[config.mk]
export PLATFORM = sky130hd
export DESIGN_NAME = stl_spi_link_tunnel
export DESIGN_NICKNAME = d
export VERILOG_FILES = /design/src/pkg/stl_pkg.sv /design/src/verilog/stl_spi_link_tunnel.sv
export VERILOG_INCLUDE_DIRS = /design/src /design/src/pkg
export SDC_FILE = /design/constraint.sdc
export NUM_CORES = 1
export LEC_CHECK = 0
export ABC_AREA = 1
export BUFFER_PORTS_ARGS = -buffer_cell sky130_fd_sc_hd__buf_4
export CAP_MARGIN = 40
export CORE_MARGIN = 2
export CORE_UTILIZATION = 49
export DETAILED_ROUTE_END_ITERATION = 6
export PLACE_DENSITY = 0.87
export SLEW_MARGIN = 15
export SYNTH_ARGS = -nofsm -noshare
export SYNTH_HDL_FRONTEND = slang
export SYNTH_SLANG_ARGS = --single-unit
[constraint.sdc]
create_clock -name mclk_i -period 2.4 [get_ports mclk_i]
set_clock_uncertainty 0.2 [all_clocks]
set_input_delay 0.12 -clock mclk_i [delete_from_list [all_inputs] [get_ports mclk_i]]
set_output_delay 0.12 -clock mclk_i [all_outputs]
set_load 0.02 [all_outputs]
[src/pkg/stl_params.svh]
// Constants of the SPI link tunnel: register map, field layout, codes
//
// What the document requires
// RULE1: Forward and reverse SPI tunnelling modes exist.
// RULE2: Mode field 110 forward, 111 reverse.
// RULE3: Host configures mode over I2C only.
// RULE4: Tunnelled SPI never reaches internal registers.
// RULE5: Slave shifts return data on falling edge.
// RULE6: Read clock period exceeds link round trip.
// RULE7: Writes may ignore returned slave data.
// RULE8: Forward mode rebuilds select, clock, data outputs.
// RULE9: Forward data output held while clock high.
// RULE10: Forward clock delayed one cycle after data.
// RULE11: Reverse select and clock pins synchronised.
// RULE12: Reverse clock edge buffers master data bit.
// RULE13: Every back channel frame carries select state. Code: only reverse frames do; forward frames send ss_n fixed at 1.
// RULE14: At most one sample per back frame.
// RULE15: Master holds select high one frame period.
// RULE16: Master waits round trip before sampling edge.
// RULE17: Other modes: outputs idle, no samples sent.
`ifndef STL_PARAMS_SVH
`define STL_PARAMS_SVH

// ****************************************************************
// Register map
// ****************************************************************
`define STL_REG_HSCC 8'h43
`define STL_HSCC_RESET 8'h00
`define STL_REG_ZERO 8'h00

// ****************************************************************
// Mode field inside the channel control register
// ****************************************************************
`define STL_MODE_MSB 2
`define STL_MODE_LSB 0
`define STL_MODE_FWD 3'h6
`define STL_MODE_REV 3'h7

// ****************************************************************
// Buffer
// ****************************************************************
`define STL_BUF_DEPTH 8

`endif

[src/pkg/stl_pkg.sv]
// Types shared by the SPI link tunnel
package stl_pkg;

    // Sampled SPI triple carried in a forward frame
    typedef struct packed {
        logic ss_n;
        logic sclk;
        logic data;
    } stl_fwd_sample_type;

    // SPI content of one back channel frame
    typedef struct packed {
        logic ss_n;
        logic has_data;
        logic data;
    } stl_bc_frame_type;

    // Tunnel mode decoded from the control register
    typedef enum logic [1:0] {
        STL_OFF,
        STL_FWD,
        STL_REV
    } stl_mode_type;

endpackage

[src/verilog/stl_spi_link_tunnel.sv]
// SPI tunnel over the secondary lane of the serial video link
`include "stl_params.svh"

module stl_spi_link_tunnel #(
    parameter int BUF_DEPTH = `STL_BUF_DEPTH
) (
    // Clock and reset
    input wire logic mclk_i,
    input wire logic reset_i,
    // Register port from the local I2C slave
    input wire logic reg_wr_i,
    input wire logic reg_rd_i,
    input wire logic [7:0] reg_addr_i,
    input wire logic [7:0] reg_wdata_i,
    output logic [7:0] reg_rdata_o,
    // Forward frame samples from the link receiver
    input wire logic fwd_valid_i,
    input wire stl_pkg::stl_fwd_sample_type fwd_sample_i,
    // Back channel frame slot and content to the link transmitter
    input wire logic bc_slot_i,
    output logic bc_valid_o,
    output stl_pkg::stl_bc_frame_type bc_frame_o,
    // Local SPI pins, asynchronous inputs
    input wire logic spi_ss_n_i,
    input wire logic tunnel_spi_clock_i,
    input wire logic spi_mosi_i,
    input wire logic spi_miso_i,
    // Local SPI pins, outputs
    output logic spi_ss_n_o,
    output logic tunnel_spi_clock_o,
    output logic spi_mosi_o,
    output logic spi_miso_o
);

    // ****************************************************************
    // Elaboration checks
    // ****************************************************************
    localparam int PTR_W = (BUF_DEPTH > 1) ? $clog2(BUF_DEPTH) : 1;

    // Full level needs the extra fill bit; a pointer-wide cast would wrap to zero
    localparam logic [PTR_W:0] FILL_FULL = (PTR_W + 1)'(BUF_DEPTH);

    // The pointer arithmetic wraps naturally only on a power of two
    if (BUF_DEPTH < 2 || (BUF_DEPTH & (BUF_DEPTH - 1)) != 0)
    begin : g_bad_depth
        $error("BUF_DEPTH must be a power of two, at least 2");
    end

    // ****************************************************************
    // Control register
    // ****************************************************************
    logic [7:0] high_speed_channel_control;
    logic [2:0] control_channel_mode_select;
    stl_pkg::stl_mode_type mode;

    // Written by the host over I2C; the tunnel itself cannot reach it
    always_ff @(posedge mclk_i)
    begin
        if (reset_i)
        begin
            high_speed_channel_control <= `STL_HSCC_RESET;
        end
        else if (reg_wr_i && reg_addr_i == `STL_REG_HSCC)
        begin
            high_speed_channel_control <= reg_wdata_i; // RULE3
        end
    end

    // Read data; unmapped addresses read as zero
    always_ff @(posedge mclk_i)
    begin
        if (reset_i)
        begin
            reg_rdata_o <= `STL_REG_ZERO;
        end
        else if (reg_rd_i)
        begin
            if (reg_addr_i == `STL_REG_HSCC)
            begin
                reg_rdata_o <= high_speed_channel_control;
            end
            else
            begin
                reg_rdata_o <= `STL_REG_ZERO;
            end
        end
    end

    // Mode decode; every other pattern leaves the tunnel off
    assign control_channel_mode_select =
        high_speed_channel_control[`STL_MODE_MSB:`STL_MODE_LSB];

    always_comb
    begin
        case (control_channel_mode_select)
            `STL_MODE_FWD: mode = stl_pkg::STL_FWD; // RULE1 RULE2
            `STL_MODE_REV: mode = stl_pkg::STL_REV; // RULE1 RULE2
            default: mode = stl_pkg::STL_OFF; // RULE17
        endcase
    end

    // ****************************************************************
    // Pin synchronisers
    // ****************************************************************
    // Two stages per pin, third stage only for edge finding
    logic ss_m, ss_s;
    logic clk_m, clk_s, clk_d;
    logic mosi_m, mosi_s;
    logic miso_m, miso_s;

    // Pins idle high for select, low otherwise
    always_ff @(posedge mclk_i)
    begin
        if (reset_i)
        begin
            ss_m <= 1'b1;
            ss_s <= 1'b1;
            clk_m <= 1'b0;
            clk_s <= 1'b0;
            clk_d <= 1'b0;
            mosi_m <= 1'b0;
            mosi_s <= 1'b0;
            miso_m <= 1'b0;
            miso_s <= 1'b0;
        end
        else
        begin
            ss_m <= spi_ss_n_i;
            ss_s <= ss_m; // RULE11
            clk_m <= tunnel_spi_clock_i;
            clk_s <= clk_m; // RULE11
            clk_d <= clk_s;
            mosi_m <= spi_mosi_i;
            mosi_s <= mosi_m;
            miso_m <= spi_miso_i;
            miso_s <= miso_m;
        end
    end

    logic clk_rise;
    logic clk_fall;

    // Edges are seen only on synchronised copies
    assign clk_rise = clk_s && !clk_d;
    assign clk_fall = !clk_s && clk_d;

    // ****************************************************************
    // Forward mode regeneration
    // ****************************************************************
    // Samples go to pins only; nothing here looks at register space
    logic fwd_sclk_d;
    logic next_mosi;

    // Data may change only while the rebuilt clock is low
    always_comb
    begin
        next_mosi = spi_mosi_o;
        if (!tunnel_spi_clock_o)
        begin
            next_mosi = fwd_sample_i.data; // RULE9
        end
    end

    // Extra clock stage buys one cycle of setup on the data
    always_ff @(posedge mclk_i)
    begin
        if (reset_i)
        begin
            fwd_sclk_d <= 1'b0;
            spi_ss_n_o <= 1'b1;
            spi_mosi_o <= 1'b0;
            tunnel_spi_clock_o <= 1'b0;
        end
        else if (mode != stl_pkg::STL_FWD)
        begin
            fwd_sclk_d <= 1'b0;
            spi_ss_n_o <= 1'b1; // RULE17
            spi_mosi_o <= 1'b0;
            tunnel_spi_clock_o <= 1'b0;
        end
        else
        begin
            if (fwd_valid_i)
            begin
                spi_ss_n_o <= fwd_sample_i.ss_n; // RULE8 RULE4
                spi_mosi_o <= next_mosi; // RULE8
                fwd_sclk_d <= fwd_sample_i.sclk; // RULE8
            end
            tunnel_spi_clock_o <= fwd_sclk_d; // RULE10
        end
    end

    // ****************************************************************
    // Reverse mode returned data
    // ****************************************************************
    // Latest slave bit from the far end, shown on the local pin
    logic ret_bit;

    // Pin changes only on a falling clock so the master samples rising
    always_ff @(posedge mclk_i)
    begin
        if (reset_i)
        begin
            ret_bit <= 1'b0;
            spi_miso_o <= 1'b0;
        end
        else if (mode != stl_pkg::STL_REV)
        begin
            ret_bit <= 1'b0;
            spi_miso_o <= 1'b0;
        end
        else
        begin
            if (fwd_valid_i)
            begin
                ret_bit <= fwd_sample_i.data;
            end
            if (clk_fall)
            begin
                spi_miso_o <= ret_bit; // RULE5
            end
        end
    end

    // ****************************************************************
    // Reverse mode sample buffer
    // ****************************************************************
    // Overflow drops the new bit; the master must pace reads and writes
    logic buf_mem [BUF_DEPTH];
    logic [PTR_W-1:0] wr_ptr;
    logic [PTR_W-1:0] rd_ptr;
    logic [PTR_W:0] fill;
    logic push;
    logic pop;

    assign push = (mode == stl_pkg::STL_REV) && clk_rise && !ss_s &&
        (fill != FILL_FULL);
    assign pop = (mode == stl_pkg::STL_REV) && bc_slot_i && (fill != '0);

    // Storage, written on each active clock edge while the buffer has room
    always_ff @(posedge mclk_i)
    begin
        if (push)
        begin
            buf_mem[wr_ptr] <= mosi_s; // RULE12
        end
    end

    // Pointers and fill level; a mode change flushes the buffer
    always_ff @(posedge mclk_i)
    begin
        if (reset_i || mode != stl_pkg::STL_REV)
        begin
            wr_ptr <= '0;
            rd_ptr <= '0;
            fill <= '0;
        end
        else
        begin
            if (push)
            begin
                wr_ptr <= wr_ptr + 1'b1;
            end
            if (pop)
            begin
                rd_ptr <= rd_ptr + 1'b1; // RULE14
            end
            case ({push, pop})
                2'b10: fill <= fill + 1'b1;
                2'b01: fill <= fill - 1'b1;
                default: fill <= fill;
            endcase
        end
    end

    // ****************************************************************
    // Back channel frame content
    // ****************************************************************
    // Forward mode returns the local slave bit with every frame
    always_ff @(posedge mclk_i)
    begin
        if (reset_i)
        begin
            bc_valid_o <= 1'b0;
            bc_frame_o <= '{ss_n: 1'b1, has_data: 1'b0, data: 1'b0};
        end
        else
        begin
            bc_valid_o <= bc_slot_i && (mode != stl_pkg::STL_OFF); // RULE17
            if (bc_slot_i)
            begin
                case (mode)
                    stl_pkg::STL_REV:
                    begin
                        bc_frame_o.ss_n <= ss_s; // RULE13
                        bc_frame_o.has_data <= pop; // RULE14
                        bc_frame_o.data <= pop ? buf_mem[rd_ptr] : 1'b0;
                    end
                    stl_pkg::STL_FWD:
                    begin
                        bc_frame_o.ss_n <= 1'b1;
                        bc_frame_o.has_data <= 1'b1;
                        bc_frame_o.data <= miso_s; // RULE5
                    end
                    default:
                    begin
                        bc_frame_o.ss_n <= 1'b1;
                        bc_frame_o.has_data <= 1'b0;
                        bc_frame_o.data <= 1'b0;
                    end
                endcase
            end
        end
    end

endmodule // stl_spi_link_tunnel

## Word level (Yosys, flattened, before mapping)

Memories as Yosys holds them, arrays and structs flattened. A register that Yosys moved wholly into a read port is not among the register bits.
Index checks and enable logic that the tools add are counted.

- $add $sub $neg: 4
- Multipliers: 0
- Div/mod/pow operators: 0
- Magnitude comparators: 0
- Equal/unequal tests: 10
- Shift operators: 0
- Multiplexer cells: 9
- Bitwise operators: 1
- Reduce and logical (&&, ||, !) cells: 19

Operators with widths:

| cell | number |
|---|---|
| logical AND 1 bit | 9 |
| == test 8 x 7 -> 1 bit (second input constant) | 1 |
| 2-to-1 mux 8 bit | 1 |
| case mux 4 bit (2 select lines) | 1 |
| adder 3 x 1 -> 3 bit (second input constant) | 2 |
| == test 3 bit (second input constant) | 2 |
| 2-to-1 mux 3 bit | 2 |
| case mux 3 bit (2 select lines) | 1 |
| adder 4 x 1 -> 4 bit (second input constant) | 1 |
| == test 2 x 1 -> 1 bit (second input constant) | 2 |
| == test 2 bit (second input constant) | 2 |
| inequality test 4 bit (second input constant) | 1 |
| case mux 2 bit (2 select lines) | 1 |
| nonzero test 2 bit | 2 |
| nonzero test 4 bit | 1 |
| OR reduction 2 bit | 2 |
| subtractor 4 x 1 -> 4 bit (second input constant) | 1 |
| zero test 1 bit | 3 |
| 2-to-1 mux 1 bit | 3 |
| inequality test 2 x 1 -> 1 bit (second input constant) | 1 |
| inequality test 2 bit (second input constant) | 1 |
| AND reduction 2 bit | 1 |
| logical OR 1 bit | 1 |
| inverter 1 bit | 1 |

- Register bits: 45
- Latch bits: 0
- Bits in writable memories: 8
- Bits in read-only memories: 0
- Output and inout bits: 16
- Logic and storage cells: 68
- Memories: 1

Memories:

| name | depth | bits a word | read ports | clocked after memory_dff | write ports | line | text |
|---|---|---|---|---|---|---|---|
| buf_mem | 8 | 1 | 1 | 1 | 1 | stl_spi_link_tunnel.sv:229 | `logic buf_mem [BUF_DEPTH];` |

## Depth between registers and ports, before layout

- Depth after elaboration: 8
- Depth in mapped cells: 15
- Depth with buffers taken out: 15

## Worst setup path after synthesis

No wires, ideal clock.

- Path kind: register to register
- Start: register high_speed_channel_control[0]
- End: register fill[2]
- Arrival time: 2220 ps
- Required time: 2085 ps
- Slack: -135 ps
- Stages on the path, launching flop included: 14
- Path buffers: 0
- Period minus slack after synthesis: 2535 ps
- Cell sequence: dfxtp_1 -> inv_1 -> nor3_1 -> ha_1 -> inv_1 -> nor4_2 -> nand2_1 -> ha_1 -> xor2_1 -> ha_1 -> a21oi_1 -> xnor2_1 -> o21ai_0 -> inv_1

- Word-level cells in the longest chain between the ends: 8
- Elaborated cells between the ends (all ways): 15

Ends and longest elaborated chain:

| item | line | text |
|---|---|---|
| from (decl) | stl_spi_link_tunnel.sv:52 | `logic [7:0] high_speed_channel_control;` |
| from (signal assigned) | stl_spi_link_tunnel.sv:61 | `` high_speed_channel_control <= `STL_HSCC_RESET; `` |
| from (signal assigned) | stl_spi_link_tunnel.sv:65 | `high_speed_channel_control <= reg_wdata_i;` |
| == test 3 bit | stl_spi_link_tunnel.sv:95 | `case (control_channel_mode_select)` |
| case mux 2 bit (2 select lines) * | stl_spi_link_tunnel.sv:95 |  |
| == test 2 bit | stl_spi_link_tunnel.sv:236, stl_spi_link_tunnel.sv:238 |  |
| logical AND 1 bit (3 in a row) | stl_spi_link_tunnel.sv:236 | `assign push = (mode == stl_pkg::STL_REV) && clk_rise && !ss_s &&` |
| == test 2 x 1 -> 1 bit or == test 2 bit (tied branches) | stl_spi_link_tunnel.sv:268 | `case ({push, pop})` |
| case mux 4 bit (2 select lines) or nonzero test 2 bit (tied branches) | - |  |
| to (signal assigned) | stl_spi_link_tunnel.sv:269 | `2'b10: fill <= fill + 1'b1;` |
| to (signal assigned) | stl_spi_link_tunnel.sv:270 | `2'b01: fill <= fill - 1'b1;` |
| to (signal assigned) | stl_spi_link_tunnel.sv:271 | `default: fill <= fill;` |
| to (decl) | stl_spi_link_tunnel.sv:232 | `logic [PTR_W:0] fill;` |

Every way passes the cells marked *; elsewhere a longest branch is shown, timed or not.
A chain may end at the register's enable or synchronous reset.

## Final worst setup path

- Start: register high_speed_channel_control[2]
- End: register fill[2]

The elaborated chain is that of the path after synthesis.

==> metrics.md <==
| Metric | Value |
|---|---|
| Status | `finished with violations` |
| Failing checks | `setup timing` |
| Internal | `1350 uW` |
| RSZ-0062 raised after global routing | `true` |
| Area of the die | `5250 um^2` |
| Avg Vias per Cell | `5.17` |
| Area Growth Syn to Fin | `41.4%` |
| Clk_lat worst skew | `0.32 ns` |
| Critical Path Sink Type | `register` |
| Pin count of the biggest net entering global routing | `19` |
| GP Congestion | `0.816` |
| Most common cell after layout, fill and taps aside | `nand2_1` |
| Pre-antenna DRT Iters | `4` |
| Initial DRC count | `100` |
| Core footprint | `4440 um^2` |
| HPWL after DPL | `3.24 mm` |
| I/O Buffers | `44` |
| Die H | `72.5 um` |
| Total negative slack | `-0.201 ns` |
| Final slew viol count | `0` |
| First-pass GRT wire length | `9.11 mm` |
| Nets | `406` |
| Initial Utilization | `51.7%` |
| Crit Path Max Fanout | `3` |
| Worst setup SP type | `register` |
| WP data required | `2.42 ns` |
| CP max stage delay | `0.36 ns` |
| Logic pwr share | `7.4%` |
| Setup-failing EPs final | `2` |
| Pleak | `0.00140 uW` |
| Final wirelength | `5.98 mm` |
| Peak VDD IR | `0.000447 V` |
| Yosys cell types | `25` |
| Share of layout cells above drive strength 1 | `24.1%` |
| Slew HR | `68.9%` |
| Clock power frac | `36.5%` |
| Sequence of cells on the critical path | `inv_2, nor3_4, ha_2, inv_2, nor4_4, nand2_2, ha_4, xor2_4, ha_4, a21oi_2, xnor2_1, o21ai_1, inv_1` |
| Vias in the first global route | `2029` |
| Max Fclk | `0.399 GHz` |
| Post-synthesis register bit count | `56` |
| Setup WS pre-CTS | `-0.0829 ns` |
| Tightest hold margin | `0.0228 ns` |
| GRT Overall Usage | `22.7%` |
| CTS tree | `built` |
| H-tree Lvls | `2` |
| # IOs | `45` |
| Pwr/cell area | `533 nW/um^2` |
| Initial antenna violation count | `0` |
| Worst-path clk slew | `0.10 ns` |
| Maximum Capacitance Violations | `0` |
| Grt peak-use layer | `met2` |
| Cts bufs inserted | `5` |
| Crit share post-route | `104%` |
| DRC errors left | `0` |
| Drt wl/cell | `14.2 um` |
| HP Class | `in -> reg` |
| Syn. warnings | `0` |
| Most frequent cells in the layout | `nand2_1 (64), buf_4 (51), dfxtp_1 (45)` |
| Design Area, Final | `3250 um^2` |
| Final setup margin | `-0.108 ns` |
| Worst path slowest cell | `dfxtp_2` |
| Avg Inst Size Synth | `7.98 um^2` |
| Grt met3 use | `4.17%` |
| Root Driver | `clkbuf_8` |
| Post-route ant nets | `0` |
| Seq/Total Area, Yosys | `52.3%` |
| Die X | `72.5 um` |
| Post-Syn Area | `2300 um^2` |
| CTS max path bufs | `2` |
| Clock Sinks | `56` |
| Post-Syn Nets | `325` |
| Register share of total power | `56.1%` |
| Grt met2 use | `41.8%` |
| Final hold vios | `0` |
| M1 GR Usage | `25.8%` |
| N_diodes | `0` |
| Cells after synthesis | `288` |
| Measured slew at the worst slew-check pin | `0.466 ns` |
| Setup CP Type | `reg -> reg` |
| Row cnt | `24` |
| Grt ovf | `0` |
| Post-placement cell area | `2720 um^2` |
| Tmin final | `2.51 ns` |
| Psw | `379 uW` |
| Vias | `2182` |
| Switching part of the total | `21.9%` |
| Critical path arrival | `2.53 ns` |
[registers in the layout, indices dropped and copies added, names as in the netlist, named ones only]
signal and count:
fwd_sclk_d 1, tunnel_spi_clock_o 1, ss_m 1, clk_d 1, bc_frame_o 3, wr_ptr 3
high_speed_channel_control 8, mosi_s 1, spi_miso_o 1, reg_rdata_o 8, spi_mosi_o 1, mosi_m 1
miso_s 1, clk_s 1, buf_mem 8, ss_s 1, miso_m 1, ret_bit 1
spi_ss_n_o 1, clk_m 1, bc_valid_o 1, rd_ptr 3, fill 4
[layer usage]
layer | share of wire (%) | up-vias
li1 | - | 1067
met1 | 39 | 1027
met2 | 55 | 69
met3 | 3.5 | 19
met4 | 2.5 | 0
met5 | 0 | -
[kinds of logic (layout without fill, tap and decap cells)]
group	Yosys count	after routing	share of synthesized area [%]
and+or+nand+nor	136	136	24.6
DFF	56	56	52.3
buffers and inverters	43	125	7.73
AOI/OAI and AO/OA	41	41	9.53
adders and majority gates	8	8	4.36
xor gates and xnor gates	4	4	1.52
[final cells by class]
class | count | area [um^2]
clock inverters | 3 | 46.3
well taps | 52 | 65.1
fillers | 277 | 1190
clock buffers | 5 | 68.8
inverters | 38 | 143
flip-flops and latches | 56 | 1200
multi-input cells | 189 | 1060
repair buffers | 79 | 666
[path summary, 6_finish.rpt]
kind | from | end | slack [ns] | depth (start not counted)
worst min register to register | ss_m | ss_s | 0.22 | 1
worst max-delay path | high_speed_channel_control[2] | fill[2] | -0.11 | 13
worst max register to register | high_speed_channel_control[2] | fill[2] | -0.11 | 13
worst min-delay path | reg_wr_i | high_speed_channel_control[7] | 0.02 | 4
[through the flow]
stage / std cells / total power, uW / utilization [%]
3_3_place_gp: 385 / 1080 / 61.3
3_5_place_dp: 385 / 1080 / 61.3
4_1_cts: 420 / 1730 / 70.6
2_1_floorplan: 288 / 1030 / -
5_1_grt: 422 / 1790 / 73.1
6_report: 422 / 1730 / 73.1
[power by group through the flow]
stage          Combinational, uW  Clock [uW]  Sequential, uW
2_1_floorplan               26.2           0             999
6_report                     128         632             971
5_1_grt                      137         685             973
3_3_place_gp                87.1           0             991
3_5_place_dp                89.6           0             991
4_1_cts                      121         635             970
[worst max-delay path, delay by kind of cell, from the launching register on]
family	cells	cell delay (ns)
xor+xnor	2	0.25
buf+inv	3	0.17
compound gates	2	0.25
fa+ha+maj	3	0.60
simple gates	3	0.57
flops	1	0.36
[Yosys cell counts, drive strengths merged]
cell type | n | area share (%)
a21oi | 23 | 5.0
xnor2 | 1 | 0.38
a211oi | 1 | 0.33
dfxtp | 48 | 42
nand4 | 1 | 0.27
edfxtp | 8 | 10
nand2 | 69 | 12
o21ai | 15 | 3.3
nor3 | 5 | 1.1
xor2 | 3 | 1.1
clkbuf | 2 | 0.33
nor4 | 2 | 0.82
inv | 38 | 6.2
a211o | 1 | 0.38
and2 | 1 | 0.27
a31oi | 1 | 0.54
nor2 | 44 | 7.2
nand3 | 12 | 2.6
or2 | 2 | 0.54
ha | 8 | 4.4
buf | 3 | 1.2
[repair_timing]
| item | 4_1_cts | 5_1_grt |
|---|---|---|
| setup buffers | 1 | 2 |
| pin swaps | 1 | 11 |
| resized for setup | 7 | 21 |
| hold buffers | 26 | 0 |
| endpoints found under the hold margin | 33 | 0 |
| endpoints found under the setup margin | 2 | 6 |
Note: power is estimated with default switching activity, not from simulation.
